--- src/global_clock_net_ctrl_pkg.sv ---
// constants and types shared by the global clock control block
package global_clock_net_ctrl_pkg;
	// register byte offsets
	localparam logic [7:0] ADDR_CTRL = 8'h00;
	localparam logic [7:0] ADDR_PHASE = 8'h04;
	localparam logic [7:0] ADDR_STATUS = 8'h08;
	localparam logic [7:0] ADDR_TAP0 = 8'h0C;
	localparam logic [7:0] ADDR_TAP1 = 8'h10;
	// control register fields
	localparam int CTRL_W = 4;
	localparam int CTRL_MANUAL = 0;
	localparam int CTRL_SWITCH = 1;
	localparam int CTRL_CASCADE = 2;
	localparam int CTRL_XCVR = 3;
	localparam logic [CTRL_W-1:0] CTRL_RESET = 4'h0;
	// phase register fields
	localparam int PH_GO = 0;
	localparam int PH_UP = 1;
	localparam int PH_PLL = 4;
	localparam int PH_CNT_LSB = 8;
	// status register fields
	localparam int ST_SEL_LSB = 0;
	localparam int ST_ON = 2;
	localparam int ST_SWITCHING = 3;
	localparam int ST_PH_BUSY = 4;
	localparam int ST_CASC = 5;
	localparam int ST_CASC_REFUSED = 6;
	// pll structure
	localparam int NUM_PLL = 2;
	localparam int NUM_CNT = 5;
	localparam int NUM_TAP = 8;
	localparam int TAP_W = 3;
	localparam int CNT_W = 8;
	localparam int CNT_SEL_W = 3;
	localparam logic [TAP_W-1:0] TAP_ONE = 3'h1;
	localparam logic [CNT_W-1:0] CNT_ONE = 8'h01;
	localparam logic [CNT_W-1:0] CNT_ZERO = 8'h00;
	// scan clock timing
	localparam int CLK_PERIOD_NS = 10;
	localparam int SCAN_PERIOD_NS = 40;
	localparam int SCAN_HALF = SCAN_PERIOD_NS / CLK_PERIOD_NS / 2;
	localparam int SCAN_W = 4;
	localparam logic [SCAN_W-1:0] SCAN_LAST = SCAN_W'(SCAN_HALF - 1);
	localparam logic [SCAN_W-1:0] SCAN_ZERO = 4'h0;
	// state machines
	typedef enum logic [1:0] {SW_RUN, SW_OFF_WAIT, SW_ON_WAIT} sw_state_type;
	typedef enum logic [1:0] {PS_IDLE, PS_ALIGN, PS_STEP} ph_state_type;
endpackage

--- src/global_clock_net_ctrl.sv ---
// global clock control block with two pll output counter models
`timescale 1ns/1ps
module global_clock_net_ctrl
	import global_clock_net_ctrl_pkg::*;
#(
	parameter int CNT_HIGH = 2,
	parameter int CNT_LOW = 2,
	parameter logic [NUM_PLL-1:0][NUM_CNT-1:0][CNT_W-1:0] CNT_INIT =
		'{default: 8'h01},
	parameter logic [NUM_PLL-1:0][NUM_CNT-1:0][TAP_W-1:0] TAP_INIT =
		'{default: 3'h0},
	parameter logic [CNT_SEL_W-1:0] SRC_A0 = 3'h0,
	parameter logic [CNT_SEL_W-1:0] SRC_A1 = 3'h1,
	parameter logic [CNT_SEL_W-1:0] SRC_B0 = 3'h0,
	parameter logic [CNT_SEL_W-1:0] SRC_B1 = 3'h1,
	parameter logic CFG_CLKSWITCH = 1'b0,
	parameter logic PLL1_UPSTREAM_ONLY = 1'b0
) (
	input wire logic i_clk,
	input wire logic i_rst_b,
	input wire logic i_psel,
	input wire logic i_penable,
	input wire logic i_pwrite,
	input wire logic [7:0] i_paddr,
	input wire logic [31:0] i_pwdata,
	output logic [31:0] o_prdata,
	output logic o_pready,
	output logic o_pslverr,
	input wire logic [1:0] i_clk_select,
	input wire logic i_net_enable,
	input wire logic [1:0] i_ref_clk,
	output logic o_global_clock_net,
	output logic o_pll0_in,
	output logic o_pll1_in,
	output logic o_scan_clk,
	output logic [NUM_PLL*NUM_CNT-1:0] o_pll_clk
);

	localparam logic [CNT_W-1:0] HIGH_LAST = CNT_W'(CNT_HIGH - 1);
	localparam logic [CNT_W-1:0] LOW_LAST = CNT_W'(CNT_LOW - 1);
	localparam int SCAN_CYC = 2 * SCAN_HALF;

	typedef struct packed {
		logic [TAP_W-1:0] vco_phase;
		logic [NUM_PLL-1:0][NUM_CNT-1:0][TAP_W-1:0] tap;
		logic [NUM_PLL-1:0][NUM_CNT-1:0][CNT_W-1:0] dly;
		logic [NUM_PLL-1:0][NUM_CNT-1:0][CNT_W-1:0] cnt;
		logic [NUM_PLL-1:0][NUM_CNT-1:0] run;
		logic [NUM_PLL-1:0][NUM_CNT-1:0] outc;
		logic [CTRL_W-1:0] ctrl;
		sw_state_type sw;
		logic [1:0] cur_sel;
		logic on;
		logic gate;
		logic net;
		ph_state_type ph;
		logic ph_up;
		logic ph_pll;
		logic [CNT_SEL_W-1:0] ph_cnt;
		logic [SCAN_W-1:0] scan_div;
		logic scan_clk;
		logic casc_active;
		logic casc_refused;
		logic pll0_in;
		logic pll1_in;
		logic [31:0] prdata;
	} state_type;

	logic rst_meta;
	logic rst_sync;
	state_type q;
	state_type next_q;
	logic [3:0] cand;
	logic [NUM_PLL-1:0][NUM_CNT-1:0] tick;
	logic clkswitch;
	logic scan_rise;
	logic setup_rd;
	logic wr_en;
	logic mapped;
	logic [31:0] rd_value;

	////////////////////////////////////////////////////////////////////////
	// reset release through two flip-flops
	always_ff @(posedge i_clk or negedge i_rst_b) begin
		if (!i_rst_b) begin
			rst_meta <= 1'b0;
			rst_sync <= 1'b0;
		end else begin
			rst_meta <= 1'b1;
			rst_sync <= rst_meta;
		end
	end

	////////////////////////////////////////////////////////////////////////
	// fixed routing and decodes
	always_comb begin
		cand[0] = q.outc[0][SRC_A0];
		cand[1] = q.outc[0][SRC_A1];
		cand[2] = q.outc[1][SRC_B0];
		cand[3] = q.outc[1][SRC_B1];
		for (int p = 0; p < NUM_PLL; p++) begin
			for (int k = 0; k < NUM_CNT; k++) begin
				tick[p][k] = (q.vco_phase == q.tap[p][k]);
			end
		end
		// static switch unless manual switchover is enabled
		clkswitch = q.ctrl[CTRL_MANUAL] ? q.ctrl[CTRL_SWITCH]
			: CFG_CLKSWITCH;
		scan_rise = (q.scan_div == SCAN_LAST) && !q.scan_clk;
		setup_rd = i_psel && !i_penable && !i_pwrite;
		wr_en = i_psel && i_penable && i_pwrite;
		mapped = (i_paddr == ADDR_CTRL) || (i_paddr == ADDR_PHASE)
			|| (i_paddr == ADDR_STATUS) || (i_paddr == ADDR_TAP0)
			|| (i_paddr == ADDR_TAP1);
		rd_value = 32'h0;
		case (i_paddr)
			ADDR_CTRL: rd_value[CTRL_W-1:0] = q.ctrl;
			ADDR_PHASE: begin
				rd_value[PH_GO] = (q.ph != PS_IDLE);
				rd_value[PH_UP] = q.ph_up;
				rd_value[PH_PLL] = q.ph_pll;
				rd_value[PH_CNT_LSB +: CNT_SEL_W] = q.ph_cnt;
			end
			ADDR_STATUS: begin
				rd_value[ST_SEL_LSB +: 2] = q.cur_sel;
				rd_value[ST_ON] = q.on;
				rd_value[ST_SWITCHING] = (q.sw != SW_RUN);
				rd_value[ST_PH_BUSY] = (q.ph != PS_IDLE);
				rd_value[ST_CASC] = q.casc_active;
				rd_value[ST_CASC_REFUSED] = q.casc_refused;
			end
			ADDR_TAP0: rd_value[NUM_CNT*TAP_W-1:0] = q.tap[0];
			ADDR_TAP1: rd_value[NUM_CNT*TAP_W-1:0] = q.tap[1];
			default: rd_value = 32'h0;
		endcase
	end

	////////////////////////////////////////////////////////////////////////
	// next state
	always_comb begin
		next_q = q;
		// vco phase walks the eight taps once per vco period
		next_q.vco_phase = q.vco_phase + TAP_ONE;
		// five output counters per pll
		for (int p = 0; p < NUM_PLL; p++) begin
			for (int k = 0; k < NUM_CNT; k++) begin
				if (tick[p][k]) begin
					if (!q.run[p][k]) begin
						if (q.dly[p][k] <= CNT_ONE) begin
							next_q.run[p][k] = 1'b1;
							next_q.outc[p][k] = 1'b1;
							next_q.cnt[p][k] = CNT_ZERO;
						end else begin
							next_q.dly[p][k] = q.dly[p][k] - CNT_ONE;
						end
					end else if (q.outc[p][k] && q.cnt[p][k] == HIGH_LAST) begin
						next_q.outc[p][k] = 1'b0;
						next_q.cnt[p][k] = CNT_ZERO;
					end else if (!q.outc[p][k] && q.cnt[p][k] == LOW_LAST) begin
						next_q.outc[p][k] = 1'b1;
						next_q.cnt[p][k] = CNT_ZERO;
					end else begin
						next_q.cnt[p][k] = q.cnt[p][k] + CNT_ONE;
					end
				end
			end
		end
		// scan clock divider
		if (q.scan_div == SCAN_LAST) begin
			next_q.scan_div = SCAN_ZERO;
			next_q.scan_clk = !q.scan_clk;
		end else begin
			next_q.scan_div = q.scan_div + 4'h1;
		end
		// dynamic phase step, one tap per scan clock period
		case (q.ph)
			PS_IDLE: begin
				if (wr_en && i_paddr == ADDR_PHASE && i_pwdata[PH_GO]) begin
					next_q.ph = PS_ALIGN;
					next_q.ph_up = i_pwdata[PH_UP];
					next_q.ph_pll = i_pwdata[PH_PLL];
					next_q.ph_cnt = i_pwdata[PH_CNT_LSB +: CNT_SEL_W];
				end
			end
			PS_ALIGN: begin
				if (scan_rise) begin
					next_q.ph = PS_STEP;
				end
			end
			PS_STEP: begin
				if (scan_rise) begin
					next_q.ph = PS_IDLE;
					if (q.ph_cnt < CNT_SEL_W'(NUM_CNT)) begin
						next_q.tap[q.ph_pll][q.ph_cnt] = q.ph_up
							? q.tap[q.ph_pll][q.ph_cnt] + TAP_ONE
							: q.tap[q.ph_pll][q.ph_cnt] - TAP_ONE;
					end
				end
			end
			default: next_q.ph = PS_IDLE;
		endcase
		// glitch-free source and enable changes
		case (q.sw)
			SW_RUN: begin
				if (i_clk_select != q.cur_sel || i_net_enable != q.on) begin
					next_q.sw = SW_OFF_WAIT;
				end
			end
			SW_OFF_WAIT: begin
				if (!q.gate || !cand[q.cur_sel]) begin
					next_q.gate = 1'b0;
					next_q.cur_sel = i_clk_select;
					next_q.on = i_net_enable;
					next_q.sw = SW_ON_WAIT;
				end
			end
			SW_ON_WAIT: begin
				if (!q.on) begin
					next_q.sw = SW_RUN;
				end else if (!cand[q.cur_sel]) begin
					next_q.gate = 1'b1;
					next_q.sw = SW_RUN;
				end
			end
			default: next_q.sw = SW_RUN;
		endcase
		next_q.net = q.gate && cand[q.cur_sel];
		// reference mux and cascade path
		next_q.pll0_in = i_ref_clk[clkswitch];
		next_q.casc_active = q.ctrl[CTRL_CASCADE] && !q.ctrl[CTRL_XCVR]
			&& !PLL1_UPSTREAM_ONLY;
		next_q.casc_refused = q.ctrl[CTRL_CASCADE] && !next_q.casc_active;
		next_q.pll1_in = q.casc_active ? q.net : i_ref_clk[1];
		// register writes and read data capture
		if (wr_en && i_paddr == ADDR_CTRL) begin
			next_q.ctrl = i_pwdata[CTRL_W-1:0];
		end
		if (setup_rd) begin
			next_q.prdata = rd_value;
		end
	end

	////////////////////////////////////////////////////////////////////////
	// state register
	always_ff @(posedge i_clk or negedge rst_sync) begin
		if (!rst_sync) begin
			q <= '0;
			q.dly <= CNT_INIT;
			q.tap <= TAP_INIT;
			q.ctrl <= CTRL_RESET;
			q.sw <= SW_RUN;
			q.ph <= PS_IDLE;
		end else begin
			q <= next_q;
		end
	end

	////////////////////////////////////////////////////////////////////////
	// outputs
	assign o_prdata = q.prdata;
	assign o_pready = i_psel && i_penable;
	assign o_pslverr = i_psel && i_penable && !mapped;
	assign o_global_clock_net = q.net;
	assign o_pll0_in = q.pll0_in;
	assign o_pll1_in = q.pll1_in;
	assign o_scan_clk = q.scan_clk;
	assign o_pll_clk = q.outc;
endmodule // global_clock_net_ctrl

--- config.mk ---
export PLATFORM = sky130hd
export DESIGN_NAME = global_clock_net_ctrl
export DESIGN_NICKNAME = d
export VERILOG_FILES = /design/src/global_clock_net_ctrl_pkg.sv /design/src/global_clock_net_ctrl.sv
export SDC_FILE = /design/constraint.sdc
export NUM_CORES = 1
export LEC_CHECK = 0
export BUFFER_PORTS_ARGS = -buffer_cell sky130_fd_sc_hd__buf_2
export CAP_MARGIN = 20
export CELL_PAD_IN_SITES_DETAIL_PLACEMENT = 1
export CELL_PAD_IN_SITES_GLOBAL_PLACEMENT = 2
export CORE_ASPECT_RATIO = 1.5
export CORE_MARGIN = 5
export CORE_UTILIZATION = 35
export DETAILED_ROUTE_END_ITERATION = 10
export PLACE_DENSITY_LB_ADDON = 0.1
export SETUP_SLACK_MARGIN = 0.2
export SLEW_MARGIN = 20
export SYNTH_ARGS = -nofsm -noshare
export SYNTH_HDL_FRONTEND = slang
export SYNTH_SLANG_ARGS = --single-unit
export TNS_END_PERCENT = 30
--- constraint.sdc ---
create_clock -name i_clk -period 16.39 [get_ports i_clk]
set_clock_uncertainty 0.05 [all_clocks]
set_input_delay 4.917 -clock i_clk [delete_from_list [all_inputs] [get_ports i_clk]]
set_output_delay 4.917 -clock i_clk [all_outputs]
set_load 0.01 [all_outputs]
==> results_dict.tcl, run 1 <==
set metrics [dict create \
    required_ns 11.42 \
    reg2regPathDepth 8 \
    grt_start_max_net_pins 71 \
    pwr-share-clk 0.453 \
    die_h_um 249.8 \
    syn_avg_cell_area_um2 9.913 \
    cts.clk_slew.worst_paths_ns 0.06 \
    ios 98 \
    ys_warn_count 0 \
    crit_fanout 5 \
    ys_seq_elements 257 \
    status "completed" \
    initial_utilization 0.3513 \
    post-route-util 0.3880 \
    numCtsBuffers 29 \
    fp-row-count 88 \
    layout-drive-gt1-share 0.1254 \
    syn_to_final_growth_pct 10.43 \
    combPwrFrac 0.047 \
    num-fill-cells 4310 \
    synth_area_um2 13420 \
    vias 9672 \
    synthDominantCellAreaShare 0.4605 \
    synth_common_cells "dfrtp_1, xnor2_1, nor2_1" \
    crit_path_cell_trace "buf_2, nor3_1, and2_1, a21oi_1, buf_2" \
    cp-end-kind "output pin" \
    final-instance-count-excl-fill 1899 \
    power_mw 1.326 \
    yosysUniqueCellTypes 58 \
    cp_data_arrival_time_ns 5.74 \
    place.gp.congestion 0.7543 \
    clock-root-buffer "clkbuf_16" \
    placedCellCount 1849 \
    grt_usage 0.1562 \
    seqPwrFrac 0.500 \
    drt_wl_total_mm 32.62 \
    slowest_delay_ns 0.26 \
    synth_enable_flop_cells 0 \
    syn_inst 1354 \
    cts.sink_count 257 \
    hpwl_mm 23.57 \
    synth_top_cell_by_area "dfrtp_1" \
    fp.dieW_um 169.9 \
    drv_slew 0 \
    setup_viol 0 \
    cts-htree-levels 1 \
    post-route-min-period_ns 10.71 \
    insertion_delay_ns 0.56 \
    grt_pass1_wl_mm 55.49 \
    core_area_um2 38210 \
    synth_ff_type "dfrtp_1" \
    diodes 0 \
    cts_tree "yes" \
    synth_area_leaders "dfrtp_1, xnor2_1, nor2_1" \
    p_leak_nw 6.165 \
    rsz0062_at_grt "false" \
    fmax_ghz 0.09338 \
    finalCritPeriodShare 0.6534 \
    crit_top_cell "buf_2" \
    rr_endpoint "q[265]" \
    p_sw_frac 0.2346 \
    port_buffers 56 \
    r2r-start "q[44]" \
    worstSetupPathType "in2out" \
    slew_headroom 0.3158 \
    hold_viol_final 0 \
    dr.pass1.iters 4 \
    cellPowerDensity_nw_per_um2 89.45 \
    cts_setup_buffers 0 \
    internal_power_mw 1.015 \
    die-area_um2 42450 \
    via_per_inst 5.093 \
    drc 0 \
    fin_nets 1477 \
    finalSetupTns_ns 0 \
    cp-endpoint "o_pslverr" \
    ff2ff_setup_slack_ns 13.06 \
    post_drt_wl_per_cell_um 17.18 \
    hp-class "reg2reg" \
    synthArstFlopShare 1.000 \
    drv_cap 0 \
    startpoint_type "input pin" \
    drt_iter0_markers 402 \
    yosysMostFrequentCell "dfrtp_1" \
    ys_seq_area_frac 0.4801 \
    grt_pass1_vias 10629 \
    cts_resized 0 \
    antenna_found_initial 2 \
    power_switching_mw 0.3111 \
    cts_buffer_depth 3 \
    critical_path.startpoint "i_paddr[1]" \
    crit_slowest_cell "and2_1" \
    cts_hold_buf 0 \
    peakVddDrop_uv 67.69 \
    worst_pin_slew_ns 1.018 \
    grt-ovfl-total 0 \
    drtAntennaViolNets 0 \
]
==> worst min-delay path by stage <==
stage / to / slack, ns / cells past startpoint / start
2_1_floorplan: rst_sync / 0.28 / 0 / rst_meta
3_3_place_gp: rst_sync / 0.29 / 0 / rst_meta
3_5_place_dp: rst_sync / 0.29 / 0 / rst_meta
4_1_cts: rst_sync / 0.31 / 0 / rst_meta
5_1_grt: rst_sync / 0.32 / 0 / rst_meta
6_report: rst_sync / 0.31 / 0 / rst_meta
==> cells in the final DEF, fill, tap and decap left out, types with 5 or more instances in the layout <==
| cell | netlist | layout |
|---|---|---|
| or3_1 | 6 | 6 |
| buf_4 | 42 | 5 |
| nor4b_1 | 10 | 10 |
| nand4_1 | 33 | 33 |
| conb_1 | 2 | 18 |
| mux2i_1 | 10 | 10 |
| xor2_1 | 28 | 28 |
| mux2_2 | 35 | 35 |
| dfstp_2 | 10 | 10 |
| nor2b_1 | 11 | 11 |
| nor2_1 | 137 | 137 |
| clkbuf_1 | 29 | 14 |
| dfrtp_1 | 247 | 246 |
| o21ai_0 | 74 | 74 |
| a22o_1 | 5 | 5 |
| nor3_1 | 54 | 54 |
| a22oi_1 | 14 | 14 |
| mux4_2 | 6 | 6 |
| inv_1 | 50 | 50 |
| and3_1 | 11 | 11 |
| nand4b_1 | 7 | 7 |
| clkbuf_16 | 0 | 29 |
| or2_2 | 12 | 12 |
| ha_1 | 41 | 41 |
| buf_2 | 4 | 56 |
| nor3b_1 | 6 | 6 |
| nand3_1 | 83 | 83 |
| nor4_1 | 40 | 40 |
| a31oi_1 | 12 | 12 |
| nand2_1 | 101 | 101 |
| a21oi_1 | 36 | 36 |
| and2_1 | 10 | 10 |
| xnor2_1 | 141 | 141 |
==> power groups by stage <==
stage	sequential, mW	clock [mW]	combinational [mW]
6_report	0.662	0.601	0.0622
4_1_cts	0.663	0.630	0.0646
2_1_floorplan	0.675	0	0.0433
3_5_place_dp	0.675	0	0.0644
5_1_grt	0.665	0.654	0.0716
3_3_place_gp	0.674	0	0.0640
==> per-stage QoR <==
step                hold WS (ns)  instance area, um2  setup WS, ns
CTS                       0.3111               14820         5.656
global route              0.3221               14820         5.629
detailed placement        0.2855               13970         5.657
finish                    0.3078               14820         5.681
floorplan                 0.2812               13480         5.882
global placement          0.2940               13970         5.682
==> flip-flops by register name, indices dropped and copies added, names as in the netlist <==
signal,count
o_global_clock_net,1
o_pll0_in,1
q,226
o_prdata,15
rst_meta,1
o_pll1_in,1
o_pll_clk,10
rst_sync,1
o_scan_clk,1
==> layout make-up <==
| class | instances | area (um2) | area share |
|---|---|---|---|
| multi-input combinational | 986 | 6400 | 0.4318 |
| inverter | 50 | 187.7 | 0.01266 |
| sequential | 257 | 6447 | 0.4350 |
| tap | 495 | 619.3 | 0.04178 |
| clock buffer | 47 | 833.3 | 0.05622 |
| clock inverter | 3 | 17.52 | 0.001182 |
| timing repair buffer | 61 | 317.8 | 0.02144 |
==> logic make-up (layout without fill, tap and decap cells) <==
logic type | after synthesis | in the layout | synth area share
AOI/OAI and AO/OA | 160 | 160 | 0.06991
xor gates and xnor gates | 169 | 169 | 0.1103
adders and majority gates | 42 | 42 | 0.03971
buffers and inverters | 127 | 161 | 0.04763
DFF | 257 | 257 | 0.4801
muxes | 51 | 51 | 0.04689
other | 2 | 18 | 0.0005595
and+or+nand+nor | 546 | 546 | 0.2050
==> worst max-delay path: cells and delay by family <==
family,cells,cell delay (ns)
buf+inv,2,0.25
compound gates,1,0.09
simple gates,2,0.48
==> routing by layer <==
| metal | wire (um) | vias up | share of wire | track usage |
|---|---|---|---|---|
| met1 | 13270 | 4833 | 0.41 | 0.1818 |
| met5 | 13 | - | 0.00040 | 0 |
| met3 | 951 | 49 | 0.029 | 0.02361 |
| li1 | - | 4713 | - | - |
| met2 | 17640 | 75 | 0.54 | 0.2948 |
| met4 | 739 | 2 | 0.023 | 0.04064 |
Power figures use the tool's default switching activity.
==> inputs of run 2 (changes only) <==
==> constraint.sdc (replaced) <==
create_clock -name i_clk -period 9.4 [get_ports i_clk]
set_clock_uncertainty 0.05 [all_clocks]
set_input_delay 2.82 -clock i_clk [delete_from_list [all_inputs] [get_ports i_clk]]
set_output_delay 2.82 -clock i_clk [all_outputs]
set_load 0.01 [all_outputs]
==> run 2 against run 1 <==
Net effect: clock-buffer cell count shrank 5; setup slack got worse by 2.8 ns; worst hold slack worse by 0.0059 ns.
==> results_dict.tcl, run 2 (synthesized netlist as in run 1, its figures left out) <==
set metrics [dict create \
    crit_fanout 5 \
    cp_data_arrival_time_ns 3.66 \
    ios 98 \
    antenna_found_initial 1 \
    seqPwrFrac 0.467 \
    insertion_delay_ns 0.57 \
    whs_endpoint "rst_sync" \
    fp.dieW_um 169.9 \
    ff2ff_setup_slack_ns 6.05 \
    numCtsBuffers 29 \
    grt_start_max_net_pins 73 \
    drt_iter0_markers 345 \
    fp-row-count 88 \
    dpl-instance-area_um2 13970 \
    hp-class "reg2reg" \
    placedCellCount 1849 \
    cp-end-kind "output pin" \
    drtAntennaViolNets 0 \
    worst_pin_slew_ns 1.015 \
    power_mw 2.472 \
    cts_buffer_depth 3 \
    place.gp.congestion 0.7570 \
    largest_register_ffs 226 \
    fin_area_um2 14970 \
    die_h_um 249.8 \
    top_register "q" \
    startpoint_type "input pin" \
    cts.clk_slew.worst_paths_ns 0.06 \
    rr_endpoint "q[268]" \
    syn_to_final_growth_pct 11.50 \
    peakVddDrop_uv 119.7 \
    final-instance-count-excl-fill 1902 \
    worstSetupPathType "in2out" \
    power_switching_mw 0.5657 \
    drv_slew 0 \
    post_drt_wl_per_cell_um 17.43 \
    cellPowerDensity_nw_per_um2 165.2 \
    drc 0 \
    diodes 0 \
    dr.pass1.iters 4 \
    rsz0062_at_grt "false" \
    via_per_inst 5.166 \
    internal_power_mw 1.906 \
    drv_cap 0 \
    status "completed" \
    cts_tree "yes" \
    grt_usage 0.1570 \
    cts.sink_count 257 \
    die-area_um2 42450 \
    p_leak_nw 6.245 \
    vias 9826 \
    post-route-min-period_ns 6.534 \
    setup_viol 0 \
    layout-drive-gt1-share 0.1308 \
    cts-htree-levels 1 \
    grt_pass1_vias 10716 \
    slew_headroom 0.3200 \
    reg2regPathDepth 8 \
    core_area_um2 38210 \
    cts_resized 0 \
    hold_viol_final 0 \
    p_sw_frac 0.2288 \
    grt-ovfl-total 0 \
    fmax_ghz 0.1530 \
    min_from "rst_meta" \
    setup_slack_ns 2.866 \
    combPwrFrac 0.044 \
    final_common_cell "dfrtp_1" \
    drt_wl_total_mm 33.15 \
    grt_pass1_wl_mm 55.58 \
    cts_hold_buf 0 \
    initial_utilization 0.3513 \
    cts_setup_buffers 0 \
    hold_depth 0 \
    layout_common_cells "dfrtp_1, xnor2_1, nor2_1" \
    hpwl_mm 23.69 \
    pwr-share-clk 0.489 \
    finalSetupTns_ns 0 \
    required_ns 6.53 \
    clock-root-buffer "clkbuf_16" \
    r2r-start "q[44]" \
    pre_cts_slack_ns 2.864 \
    fin_nets 1477 \
    port_buffers 56 \
    finalCritPeriodShare 0.6951 \
]
[run 2: power by group through the flow]
stage / combinational, mW / clock (mW) / sequential (mW)
floorplan: 0.0754 / 0 / 1.18
global placement: 0.112 / 0 / 1.18
detailed placement: 0.113 / 0 / 1.18
CTS: 0.113 / 1.25 / 1.16
global route: 0.126 / 1.29 / 1.16
finish: 0.109 / 1.21 / 1.15
[run 2: per-layer routing]
metal	wire length, um	track usage
met5	13	0
met4	830	0.04635
met3	851	0.01997
met2	17800	0.2937
met1	13660	0.1850
[run 2: worst max-delay path by stage]
stage	cells after the start	start	to	slack [ns]
2_1_floorplan	0	rst_sync	o_global_clock_net	1.67
3_3_place_gp	5	i_paddr[1]	o_pslverr	2.88
5_1_grt	5	i_paddr[1]	o_pslverr	2.79
3_5_place_dp	5	i_paddr[1]	o_pslverr	2.86
4_1_cts	5	i_paddr[1]	o_pslverr	2.86
6_report	5	i_paddr[1]	o_pslverr	2.87
[run 2: layout make-up]
cell class	instances	area (um2)
flip-flops and latches	257	6447
fillers	4270	23240
clock inverters	11	180.2
well taps	495	619.3
multi-input cells	986	6400
clock buffers	42	814.5
repair buffers	61	317.8
inverters	50	187.7
[run 2: metrics by stage]
step	hold WS, ns	utilization
5_1_grt	0.3187	0.3917
6_report	0.3018	0.3917
3_5_place_dp	0.2913	0.3657
2_1_floorplan	0.2812	-
4_1_cts	0.3048	0.3917
3_3_place_gp	0.2927	0.3657
[run 2: worst max-delay path, stage by stage]
cell,delay [ns]
buf_2,0.10
nor3_1,0.24
and2_1,0.27
a21oi_1,0.09
buf_2,0.15
